`src/logic/esbl_loader_regs.vh`:
```
`ifndef ESBL_LOADER_REGS_VH
`define ESBL_LOADER_REGS_VH
// Bus addresses on the two-wire link, full byte with the direction bit.
`define ESBL_EEPROM_RD_ADDR 8'hA1
`define ESBL_SLAVE_WR_ADDR  8'h68
`define ESBL_SLAVE_RD_ADDR  8'h69
// Message type codes found in the boot image.
`define ESBL_MSG_END        8'h00
`define ESBL_MSG_WRITE      8'h01
`define ESBL_MSG_DELAY      8'h02
`define ESBL_MSG_NOP        8'h03
`define ESBL_MSG_MULTI_WB   8'h04
`define ESBL_MSG_WB_FALL    8'h05
`define ESBL_MSG_END_WAIT   8'h06
// Required chip address byte at the head of a block write body.
`define ESBL_BODY_CHIP      8'h00
// Internal address map bases.
`define ESBL_PROG_BASE      12'h400
`define ESBL_IFACE_BASE     12'h800
`define ESBL_IFACE_END      12'h808
// Bytes per word of each target.
`define ESBL_PARAM_BYTES    3'h4
`define ESBL_PROG_BYTES     3'h5
`define ESBL_IFACE_BYTES    3'h4
`define ESBL_CTRL_BYTES     3'h2
// Target codes reported with each word write.
`define ESBL_TGT_PARAM      2'h0
`define ESBL_TGT_PROG       2'h1
`define ESBL_TGT_IFACE      2'h2
`define ESBL_TGT_CTRL       2'h3
// Serial clock phases: eight base ticks per bit, three of them high.
`define ESBL_PH_LAST        3'h7
`define ESBL_PH_SCL_HIGH    3'h5
`define ESBL_PH_SAMPLE      3'h6
`define ESBL_PH_SDA_START   3'h4
`define ESBL_PH_SDA_STOP    3'h6
// Cycles after reset release before the straps are judged.
`define ESBL_STARTUP_CYC    2'h3
`endif

```
`src/logic/esbl_loader.v`:
```
// Contract
// - Start boot at reset release only when boot-select and write-protect pins are high.
// - Write-protect low at reset release skips the boot entirely.
// - Never boot once the control port is in SPI mode.
// - Act as bus master, addressing the EEPROM with read address 0xA1.
// - Serial clock at eight times sample rate, high for 3/8 of a period.
// - After boot, answer as slave at 0x68/0x69, ignoring address-select pins.
// - Parse the image as messages whose first byte is one of seven types.
// - Take every EEPROM byte most significant bit first.
// - Type 0x01 is a block write into program, parameter or control space.
// - Block write body starts with chip byte 0x00, then two address bytes.
// - Target address is 12 bits, upper bits of the field padded with zero.
// - Successive words go to consecutive locations, word size set by target.
// - Targets: 1024x5 program, 1024x4 parameter, 8x4 interface registers.
// - Program RAM starts at target address 0x0400.
// - EEPROM byte addressing reaches at least 9248 bytes.
// - Two length bytes follow the write type, then exactly that many bytes.
// - Byte 0x03 is a one-byte no-operation.
// - Byte 0x06 ends the boot and waits for a writeback trigger.
`timescale 1ns/1ps
`default_nettype none
`include "esbl_loader_regs.vh"

module esbl_loader #(
  parameter PTR_W = 14
) (
  input  wire              clk_i,
  input  wire              rst_n_i,
  input  wire              boot_source_select_pin_i,
  input  wire              wp_pin_i,
  input  wire              spi_mode_i,
  input  wire              base_clk_i,
  input  wire              sda_i,
  output wire              scl_oe_o,
  output wire              sda_oe_o,
  output wire              scl_o,
  output wire              sda_o,
  output wire              wr_valid_o,
  input  wire              wr_ready_i,
  output wire [1:0]        wr_target_o,
  output wire [11:0]       wr_addr_o,
  output wire [39:0]       wr_data_o,
  output wire [2:0]        wr_bytes_o,
  output wire              boot_busy_o,
  output wire              boot_error_o,
  output wire              wait_writeback_o,
  output wire              multi_writeback_o,
  output wire              wb_falling_edge_o,
  output wire              slave_enable_o,
  output wire [6:0]        slave_addr_o,
  output wire [PTR_W-1:0]  eeprom_ptr_o
);

  localparam M_IDLE  = 4'h0;
  localparam M_START = 4'h1;
  localparam M_ADDR  = 4'h2;
  localparam M_AACK  = 4'h3;
  localparam M_RBYTE = 4'h4;
  localparam M_PUSH  = 4'h5;
  localparam M_MACK  = 4'h6;
  localparam M_STOP  = 4'h7;
  localparam M_DONE  = 4'h8;

  localparam P_TYPE  = 3'h0;
  localparam P_LENH  = 3'h1;
  localparam P_LENL  = 3'h2;
  localparam P_BODY  = 3'h3;
  localparam P_DLY   = 3'h4;
  localparam P_END   = 3'h5;

  reg  [3:0]       sync1_q;
  reg  [3:0]       sync2_q;
  reg              lclk_prev_q;
  reg  [1:0]       st_cnt_q;
  reg              decided_q;
  reg  [3:0]       mst_q;
  reg  [2:0]       ph_q;
  reg  [2:0]       bit_q;
  reg  [7:0]       shift_q;
  reg              scl_oe_q;
  reg              sda_oe_q;
  reg              busy_q;
  reg              err_q;
  reg              slave_q;
  reg  [PTR_W-1:0] ptr_q;
  reg  [7:0]       mem_q [0:1];
  reg              fwp_q;
  reg              frp_q;
  reg  [1:0]       fcnt_q;
  reg  [2:0]       pst_q;
  reg  [15:0]      len_q;
  reg  [1:0]       bidx_q;
  reg              chip_ok_q;
  reg  [11:0]      addr_q;
  reg  [31:0]      word_q;
  reg  [2:0]       nb_q;
  reg              stop_req_q;
  reg              wr_valid_q;
  reg  [1:0]       wr_tgt_q;
  reg  [11:0]      wr_addr_q;
  reg  [39:0]      wr_data_q;
  reg  [2:0]       wr_bytes_q;
  reg              wait_wb_q;
  reg              multi_wb_q;
  reg              wb_fall_q;
  reg              scl_oe_d;
  reg              sda_oe_d;
  reg  [2:0]       wsize;
  reg  [1:0]       wtgt;

  wire       sel_s   = sync2_q[3];
  wire       wp_s    = sync2_q[2];
  wire       lclk_s  = sync2_q[1];
  wire       sda_s   = sync2_q[0];
  wire       tick    = lclk_s & ~lclk_prev_q;
  wire       bit_end = tick && (ph_q == `ESBL_PH_LAST);
  wire       sample  = tick && (ph_q == `ESBL_PH_SAMPLE);
  wire       f_in_rdy  = (fcnt_q != 2'h2);
  wire       f_out_vld = (fcnt_q != 2'h0);
  wire [7:0] f_out     = mem_q[frp_q];
  wire       f_push    = (mst_q == M_PUSH) && f_in_rdy;
  wire       f_pop     = f_out_vld && !wr_valid_q;
  wire [7:0] rx_byte   = {shift_q[6:0], sda_s};
  wire [7:0] slave_wr_byte = `ESBL_SLAVE_WR_ADDR;

  // Pins from outside the clock domain pass two flops before any use.
  always @(posedge clk_i or negedge rst_n_i) begin
    if (!rst_n_i) begin
      sync1_q     <= 4'h0;
      sync2_q     <= 4'h0;
      lclk_prev_q <= 1'b0;
    end else begin
      sync1_q     <= {boot_source_select_pin_i, wp_pin_i, base_clk_i, sda_i};
      sync2_q     <= sync1_q;
      lclk_prev_q <= lclk_s;
    end
  end

  // Word size and target follow from where the current word lands.
  always @* begin
    if (addr_q < `ESBL_PROG_BASE) begin
      wsize = `ESBL_PARAM_BYTES;
      wtgt  = `ESBL_TGT_PARAM;
    end else if (addr_q < `ESBL_IFACE_BASE) begin
      wsize = `ESBL_PROG_BYTES;
      wtgt  = `ESBL_TGT_PROG;
    end else if (addr_q < `ESBL_IFACE_END) begin
      wsize = `ESBL_IFACE_BYTES;
      wtgt  = `ESBL_TGT_IFACE;
    end else begin
      wsize = `ESBL_CTRL_BYTES;
      wtgt  = `ESBL_TGT_CTRL;
    end
  end

  // Line drive per state and phase; an enable drives the wire low.
  // SCL is low for phases 0 to 4 and high for 5 to 7, three eighths high.
  always @* begin
    scl_oe_d = 1'b0;
    sda_oe_d = 1'b0;
    case (mst_q)
      M_START: begin
        sda_oe_d = (ph_q >= `ESBL_PH_SDA_START);
      end
      M_ADDR: begin
        scl_oe_d = (ph_q < `ESBL_PH_SCL_HIGH);
        sda_oe_d = ~shift_q[7];
      end
      M_AACK, M_RBYTE: begin
        scl_oe_d = (ph_q < `ESBL_PH_SCL_HIGH);
      end
      M_PUSH: begin
        scl_oe_d = 1'b1;
      end
      M_MACK: begin
        scl_oe_d = (ph_q < `ESBL_PH_SCL_HIGH);
        // The answer bit is frozen while SCL is high, or a late stop request would look like a stop.
        sda_oe_d = (ph_q < `ESBL_PH_SCL_HIGH) ? ~stop_req_q : sda_oe_q;
      end
      M_STOP: begin
        scl_oe_d = (ph_q < `ESBL_PH_SCL_HIGH);
        sda_oe_d = (ph_q < `ESBL_PH_SDA_STOP);
      end
      default: begin
        scl_oe_d = 1'b0;
        sda_oe_d = 1'b0;
      end
    endcase
  end

  // Bus master: strap decision, address phase and sequential byte reads.
  // Holding SCL low in the push state stalls the EEPROM while the buffer is full.
  always @(posedge clk_i or negedge rst_n_i) begin
    if (!rst_n_i) begin
      st_cnt_q  <= 2'h0;
      decided_q <= 1'b0;
      mst_q     <= M_IDLE;
      ph_q      <= 3'h0;
      bit_q     <= 3'h0;
      shift_q   <= 8'h00;
      scl_oe_q  <= 1'b0;
      sda_oe_q  <= 1'b0;
      busy_q    <= 1'b0;
      err_q     <= 1'b0;
      slave_q   <= 1'b0;
      ptr_q     <= {PTR_W{1'b0}};
    end else begin
      scl_oe_q <= scl_oe_d;
      // SDA waits one cycle while SCL is being pulled low, so it only moves with SCL high for a start or a stop.
      if (!(scl_oe_d && !scl_oe_q)) begin
        sda_oe_q <= sda_oe_d;
      end
      if (tick && mst_q != M_IDLE && mst_q != M_PUSH && mst_q != M_DONE) begin
        ph_q <= ph_q + 3'h1;
      end
      case (mst_q)
        M_IDLE: begin
          if (!decided_q) begin
            if (st_cnt_q != `ESBL_STARTUP_CYC) begin
              st_cnt_q <= st_cnt_q + 2'h1;
            end else begin
              decided_q <= 1'b1;
              if (sel_s && wp_s && !spi_mode_i) begin
                mst_q  <= M_START;
                ph_q   <= 3'h0;
                busy_q <= 1'b1;
              end else begin
                mst_q   <= M_DONE;
                slave_q <= !spi_mode_i;
              end
            end
          end
        end
        M_START: begin
          if (bit_end) begin
            mst_q   <= M_ADDR;
            shift_q <= `ESBL_EEPROM_RD_ADDR;
            bit_q   <= 3'h7;
          end
        end
        M_ADDR: begin
          if (bit_end) begin
            shift_q <= {shift_q[6:0], 1'b0};
            bit_q   <= bit_q - 3'h1;
            if (bit_q == 3'h0) begin
              mst_q <= M_AACK;
            end
          end
        end
        M_AACK: begin
          if (sample && sda_s) begin
            err_q <= 1'b1;
          end
          if (bit_end) begin
            mst_q <= err_q ? M_STOP : M_RBYTE;
            bit_q <= 3'h7;
          end
        end
        M_RBYTE: begin
          if (sample) begin
            shift_q <= rx_byte;
          end
          if (bit_end) begin
            bit_q <= bit_q - 3'h1;
            if (bit_q == 3'h0) begin
              mst_q <= M_PUSH;
            end
          end
        end
        M_PUSH: begin
          if (f_in_rdy) begin
            mst_q <= M_MACK;
            ptr_q <= ptr_q + {{(PTR_W-1){1'b0}}, 1'b1};
          end
        end
        M_MACK: begin
          if (bit_end) begin
            mst_q <= sda_oe_q ? M_RBYTE : M_STOP; // Follow the answer actually sent.
            bit_q <= 3'h7;
          end
        end
        M_STOP: begin
          if (bit_end) begin
            mst_q   <= M_DONE;
            busy_q  <= 1'b0;
            slave_q <= 1'b1;
          end
        end
        default: begin
          mst_q <= M_DONE;
        end
      endcase
    end
  end

  // Two-entry byte buffer between the receiver and the message parser.
  always @(posedge clk_i or negedge rst_n_i) begin
    if (!rst_n_i) begin
      fwp_q    <= 1'b0;
      frp_q    <= 1'b0;
      fcnt_q   <= 2'h0;
      mem_q[0] <= 8'h00;
      mem_q[1] <= 8'h00;
    end else begin
      if (f_push) begin
        mem_q[fwp_q] <= shift_q;
        fwp_q        <= ~fwp_q;
      end
      if (f_pop) begin
        frp_q <= ~frp_q;
      end
      if (f_push && !f_pop) begin
        fcnt_q <= fcnt_q + 2'h1;
      end else if (f_pop && !f_push) begin
        fcnt_q <= fcnt_q - 2'h1;
      end
    end
  end

  // Message parser. A write stalls the buffer until the target takes it.
  // Unknown type codes end the boot, since nothing after them can be trusted.
  always @(posedge clk_i or negedge rst_n_i) begin
    if (!rst_n_i) begin
      pst_q      <= P_TYPE;
      len_q      <= 16'h0000;
      bidx_q     <= 2'h0;
      chip_ok_q  <= 1'b0;
      addr_q     <= 12'h000;
      word_q     <= 32'h0000_0000;
      nb_q       <= 3'h0;
      stop_req_q <= 1'b0;
      wr_valid_q <= 1'b0;
      wr_tgt_q   <= 2'h0;
      wr_addr_q  <= 12'h000;
      wr_data_q  <= 40'h00_0000_0000;
      wr_bytes_q <= 3'h0;
      wait_wb_q  <= 1'b0;
      multi_wb_q <= 1'b0;
      wb_fall_q  <= 1'b0;
    end else begin
      if (wr_valid_q && wr_ready_i) begin
        wr_valid_q <= 1'b0;
      end
      if (err_q) begin
        pst_q <= P_END;
      end else if (f_pop) begin
        case (pst_q)
          P_TYPE: begin
            case (f_out)
              `ESBL_MSG_WRITE:    pst_q <= P_LENH;
              `ESBL_MSG_DELAY:    pst_q <= P_LENH;
              `ESBL_MSG_NOP:      pst_q <= P_TYPE;
              `ESBL_MSG_MULTI_WB: multi_wb_q <= 1'b1;
              `ESBL_MSG_WB_FALL:  wb_fall_q <= 1'b1;
              `ESBL_MSG_END_WAIT: begin
                pst_q      <= P_END;
                wait_wb_q  <= 1'b1;
                stop_req_q <= 1'b1;
              end
              default: begin
                pst_q      <= P_END;
                stop_req_q <= 1'b1;
              end
            endcase
            bidx_q <= (f_out == `ESBL_MSG_DELAY) ? 2'h3 : 2'h0;
          end
          P_LENH: begin
            len_q[15:8] <= f_out;
            pst_q       <= P_LENL;
          end
          P_LENL: begin
            len_q[7:0] <= f_out;
            nb_q       <= 3'h0;
            if (bidx_q == 2'h3) begin
              pst_q <= P_TYPE;
            end else if ({len_q[15:8], f_out} == 16'h0000) begin
              pst_q <= P_TYPE;
            end else begin
              pst_q <= P_BODY;
            end
          end
          P_BODY: begin
            len_q <= len_q - 16'h0001;
            if (len_q == 16'h0001) begin
              pst_q <= P_TYPE;
            end
            if (bidx_q == 2'h0) begin
              chip_ok_q <= (f_out == `ESBL_BODY_CHIP);
              bidx_q    <= 2'h1;
            end else if (bidx_q == 2'h1) begin
              addr_q[11:8] <= f_out[3:0];
              bidx_q       <= 2'h2;
            end else if (bidx_q == 2'h2) begin
              addr_q[7:0] <= f_out;
              bidx_q      <= 2'h3;
            end else if (nb_q + 3'h1 == wsize) begin
              nb_q       <= 3'h0;
              addr_q     <= addr_q + 12'h001;
              wr_valid_q <= chip_ok_q;
              wr_tgt_q   <= wtgt;
              wr_addr_q  <= addr_q;
              wr_data_q  <= {word_q, f_out};
              wr_bytes_q <= wsize;
            end else begin
              nb_q   <= nb_q + 3'h1;
              word_q <= {word_q[23:0], f_out};
            end
          end
          default: begin
            pst_q <= P_END;
          end
        endcase
      end
    end
  end

  assign scl_oe_o          = scl_oe_q;
  assign sda_oe_o          = sda_oe_q;
  assign scl_o             = 1'b0;
  assign sda_o             = 1'b0;
  assign wr_valid_o        = wr_valid_q;
  assign wr_target_o       = wr_tgt_q;
  assign wr_addr_o         = wr_addr_q;
  assign wr_data_o         = wr_data_q;
  assign wr_bytes_o        = wr_bytes_q;
  assign boot_busy_o       = busy_q;
  assign boot_error_o      = err_q;
  assign wait_writeback_o  = wait_wb_q;
  assign multi_writeback_o = multi_wb_q;
  assign wb_falling_edge_o = wb_fall_q;
  assign slave_enable_o    = slave_q;
  assign slave_addr_o      = slave_wr_byte[7:1];
  assign eeprom_ptr_o      = ptr_q;

endmodule

`default_nettype wire

```
`config.mk`:
```
export PLATFORM = sky130hd
export DESIGN_NAME = esbl_loader
export DESIGN_NICKNAME = d
export VERILOG_FILES = /design/src/logic/esbl_loader.v
export VERILOG_INCLUDE_DIRS = /design/src /design/src/logic
export SDC_FILE = /design/constraint.sdc
export NUM_CORES = 1
export LEC_CHECK = 0
export BUFFER_PORTS_ARGS = -buffer_cell sky130_fd_sc_hd__buf_2
export CAP_MARGIN = 10
export CORE_AREA = 2 2 106 159
export DETAILED_ROUTE_END_ITERATION = 8
export DIE_AREA = 0 0 108 161
export MAX_ROUTING_LAYER = met4
export PLACE_DENSITY = 0.84
export SLEW_MARGIN = 25
export SYNTH_ARGS = -nofsm -noshare
export SYNTH_HDL_FRONTEND = slang
export SYNTH_SLANG_ARGS = --single-unit
```
`constraint.sdc`:
```
create_clock -name clk_i -period 3.2 [get_ports clk_i]
set_input_delay 0.16 -clock clk_i [delete_from_list [all_inputs] [get_ports clk_i]]
set_output_delay 0.16 -clock clk_i [all_outputs]
set_load 0.005 [all_outputs]
```
==> flow_summary_export.csv <==
group,metric,value,unit
floorplanning,rows,57,
floorplanning,die_h,161,µm
setup_path,cp.arrival,3.01,ns
routing,drc,0,
yosys,syn_area,9260,µm²
floorplanning,core_area,16000,µm²
global_routing,grt_use_total,24.3,%
worst_hold_path,worstHoldPathCells,4,
setup_path,critPathBufInv,0,
final_layout,fin_nets,933,
sta,finClkSkew,0.00942,ns
outcome,status,"finished clean",
placed_design,place_area,9890,µm²
worst_hold_path,min_path_type,"in -> reg",
routing,first_pass_iters,5,
cts,numCtsBuffers,17,
cts,clockBufferDepth,2,
floorplanning,pin_count,97,
sta,finalCritPeriodShare,84.2,%
setup_path,cpPeakStageDelay,0.71,ns
yosys,syn_inst,821,
sta,slew_violations,0,
setup_path,crit_slowest_cell,"dfrtp_1",
power,leakage,5.20,nW
yosys,synth_top_area_share,54.1,%
yosys,synth.distinct_cells,69,
setup_path,r2r_setup_slack,0.51,ns
setup_path,r2r_start,"frp_q",
yosys,ys_ff_latch,200,
global_routing,grt_pass1_vias,6547,
power,combPwrFrac,1.5,%
placed_design,gp_congestion,0.897,
setup_path,cp-end-kind,"flip-flop",
global_routing,grt_antenna_before_repair,0,
sta,rsz0062_at_grt,"no",
yosys,syn_avg_cell_area,11.3,µm²
power,switchingPower,1.12,mW
sta,setup_slack,0.506,ns
placed_design,dp.cells,1090,
worst_hold_path,holdPathEnd,"slave_enable_o",
final_layout,utilization,65.6,%
sta,layout_min_cycle_time,2.69,ns
job,drv_cap,0,
floorplanning,die_w,108,µm
setup_path,path_max_fanout,15,
cts,cts_sinks,200,
yosys,synth_edf_count,0,
yosys,yosysTopAreaCell,"dfrtp_1",
yosys,postSynth.asyncResetShare,100,%
global_routing,grt_pass1_wl,32300,µm
placed_design,pre_cts_ws,0.575,ns
final_layout,drive_gt1_share,26.9,%
setup_path,rr_worst_depth,6,
routing,drt_first_iter_violations,510,
power,clkPwrFrac,44.7,%
routing,wl_per_cell,17.5,µm
sta,whs,0.118,ns
sta,finalSetupTns,0,ns
routing,drt_wl_total,19800,µm
yosys,yosys_warnings,0,
setup_path,critPathKind,"reg -> reg",
routing,antenna_left,0,
power,ir_drop,386,µV
power,seq_power_share,53.8,%
sta,tightest_slew,0.868,ns
yosys,yosysMostFrequentCell,"dfrtp_1",
power,finalPower,4.71,mW
setup_path,r2r-end,"pst_q[2]",
power,p_per_area,447,nW/µm²
yosys,ys.flop_type,"dfrtp_1",
final_layout,areaGrowthSynthToFinish,13.7,%
yosys,synthTopCellsByCount,"200 x dfrtp_1, 99 x mux2_2, 73 x nand2_1",
global_routing,overflow,0,
sta,hold_viol,0,
routing,vias,6714,
cts,root_buffer,"clkbuf_16",
sta,setup-violations-final,0,
final_layout,final_cell_area,10500,µm²
cts,clk_latency,0.44,ns
setup_path,worst_ep_required_time,3.51,ns
worst_hold_path,hold_start,"spi_mode_i",
cts,htree_levels,4,
cts,clk_pin_slew,0.07,ns
floorplanning,start_util,57.7,%
floorplanning,fp.dieArea,17400,µm²
global_routing,grt_max_degree,89,
placed_design,hpwl,13700,µm
setup_path,cp_cell_sequence,"mux2_2 > or4_1 > nor2_1 > nand2_1 > nor3b_1 > or3_1",
cts,cts_tree,"yes",
power,sw_frac_of_total,23.8,%
setup_path,critPathLaunchType,"flip-flop",
setup_path,critPathTopFamily,"simple AND/OR/NAND/NOR gates",
yosys,yosysSeqAreaShare,54.1,%
final_layout,antennaDiodeCount,0,
final_layout,finalNonFillerCells,1128,
yosys,synthTopCellsByArea,"dfrtp_1 54%, mux2_2 12%, nand2_1 3.0%",
sta,maxSlewHeadroom,40.6,%
power,p_int,3.59,mW
routing,viasPerCell,5.95,
sta,fmax,371,MHz
placed_design,io_buffers,87,
power by group through the flow:
stage          registers, mW  logic, mW  clock network [mW]
2_1_floorplan           2.58     0.0136                   0
3_3_place_gp            2.58     0.0659                   0
3_5_place_dp            2.58     0.0667                   0
6_report                2.53     0.0688                2.11
4_1_cts                 2.53     0.0724                2.14
5_1_grt                 2.53     0.0821                2.24
repair_timing:
| item | in CTS | in global routing |
|---|---|---|
| endpoints found under the hold margin | 90 | 0 |
| setup buffers | 0 | 0 |
| setup endpoints to repair | 0 | 0 |
| hold buffers | 6 | 0 |
| resized for setup | 0 | 0 |
layer usage:
metal	vias up	share of wire, %	track usage (%)	wire [µm]
met5	-	0	-	0
li1	3119	-	-	-
met2	230	53	41.3	10400
met4	0	3.6	10.2	705
met1	3311	39	28.6	7790
met3	54	4.3	3.67	852
placed cells by master, fill, tap and decap left out, types with 6 or more instances in the layout:
cell type      synthesis  layout
buf_2                  6      86
ha_1                  16      16
a21oi_1               34      34
a31oi_1                9       9
nand2b_1               9       9
nand3_1               23      22
nor3_1                19      19
clkbuf_16              0      17
o21ai_0               43      43
nor2b_1               11      11
inv_1                 20      20
o22a_1                 7       7
dlygate4sd3_1          0       6
a22o_1                 6       6
dfrtp_1              200     200
mux2_2                99      99
or3_1                 11      11
mux2i_1               11      11
xor2_1                 8       8
conb_1                 2       9
nor2_1                49      49
o41ai_1                6       6
nand2_1               73      73
and3_1                 6       6
nor4_1                 7       7
xnor2_1               15      15
buf_4                 12      17
flip-flops by register name, summed over array words and instances, names as in the netlist, 2 cells and up:
name / cells
eeprom_ptr_o: 14
wr_target_o: 2
ph_q: 3
st_cnt_q: 2
nb_q: 3
sync2_q: 4
word_q: 32
mst_q: 4
bidx_q: 2
addr_q: 12
wr_bytes_o: 3
mem_q: 16
shift_q: 8
pst_q: 3
bit_q: 3
sync1_q: 4
len_q: 16
wr_data_o: 40
fcnt_q: 2
wr_addr_o: 12
worst min-delay path, delay by kind of cell:
kind / cells / cell delay, ns
buffers and inverters: 1 / 0.08
AO/OA/AOI/OAI: 3 / 0.26
cells by family after synthesis:
logic type | synth area share (%)
AO/OA/AOI/OAI | 11.6
XOR/XNOR | 2.18
buffers and inverters | 3.81
adder cells (fa/ha/maj) | 2.16
multiplexers | 13.4
AND/OR/NAND/NOR | 12.7
other | 0.0811
flip-flops | 54.1
cell type report:
class	instances	area [µm²]
Tap cell	206	258
Fill cell	1203	5520
Clock inverter	15	153
Timing Repair Buffer	112	672
Multi-Input combinational cell	558	3940
Sequential cell	200	5000
Inverter	20	75.1
Clock buffer	17	425
how the worst max path moves through the flow:
stage,startpoint,depth (start not counted),endpoint,slack [ns]
after floorplan,addr_q[8],7,wr_data_o[12],0.74
after global placement,frp_q,6,pst_q[0],0.62
after detailed placement,frp_q,6,pst_q[0],0.58
after CTS,frp_q,6,pst_q[0],0.56
after global routing,frp_q,6,pst_q[0],0.24
final,frp_q,6,pst_q[2],0.51
(Power assumes the default switching activity.)
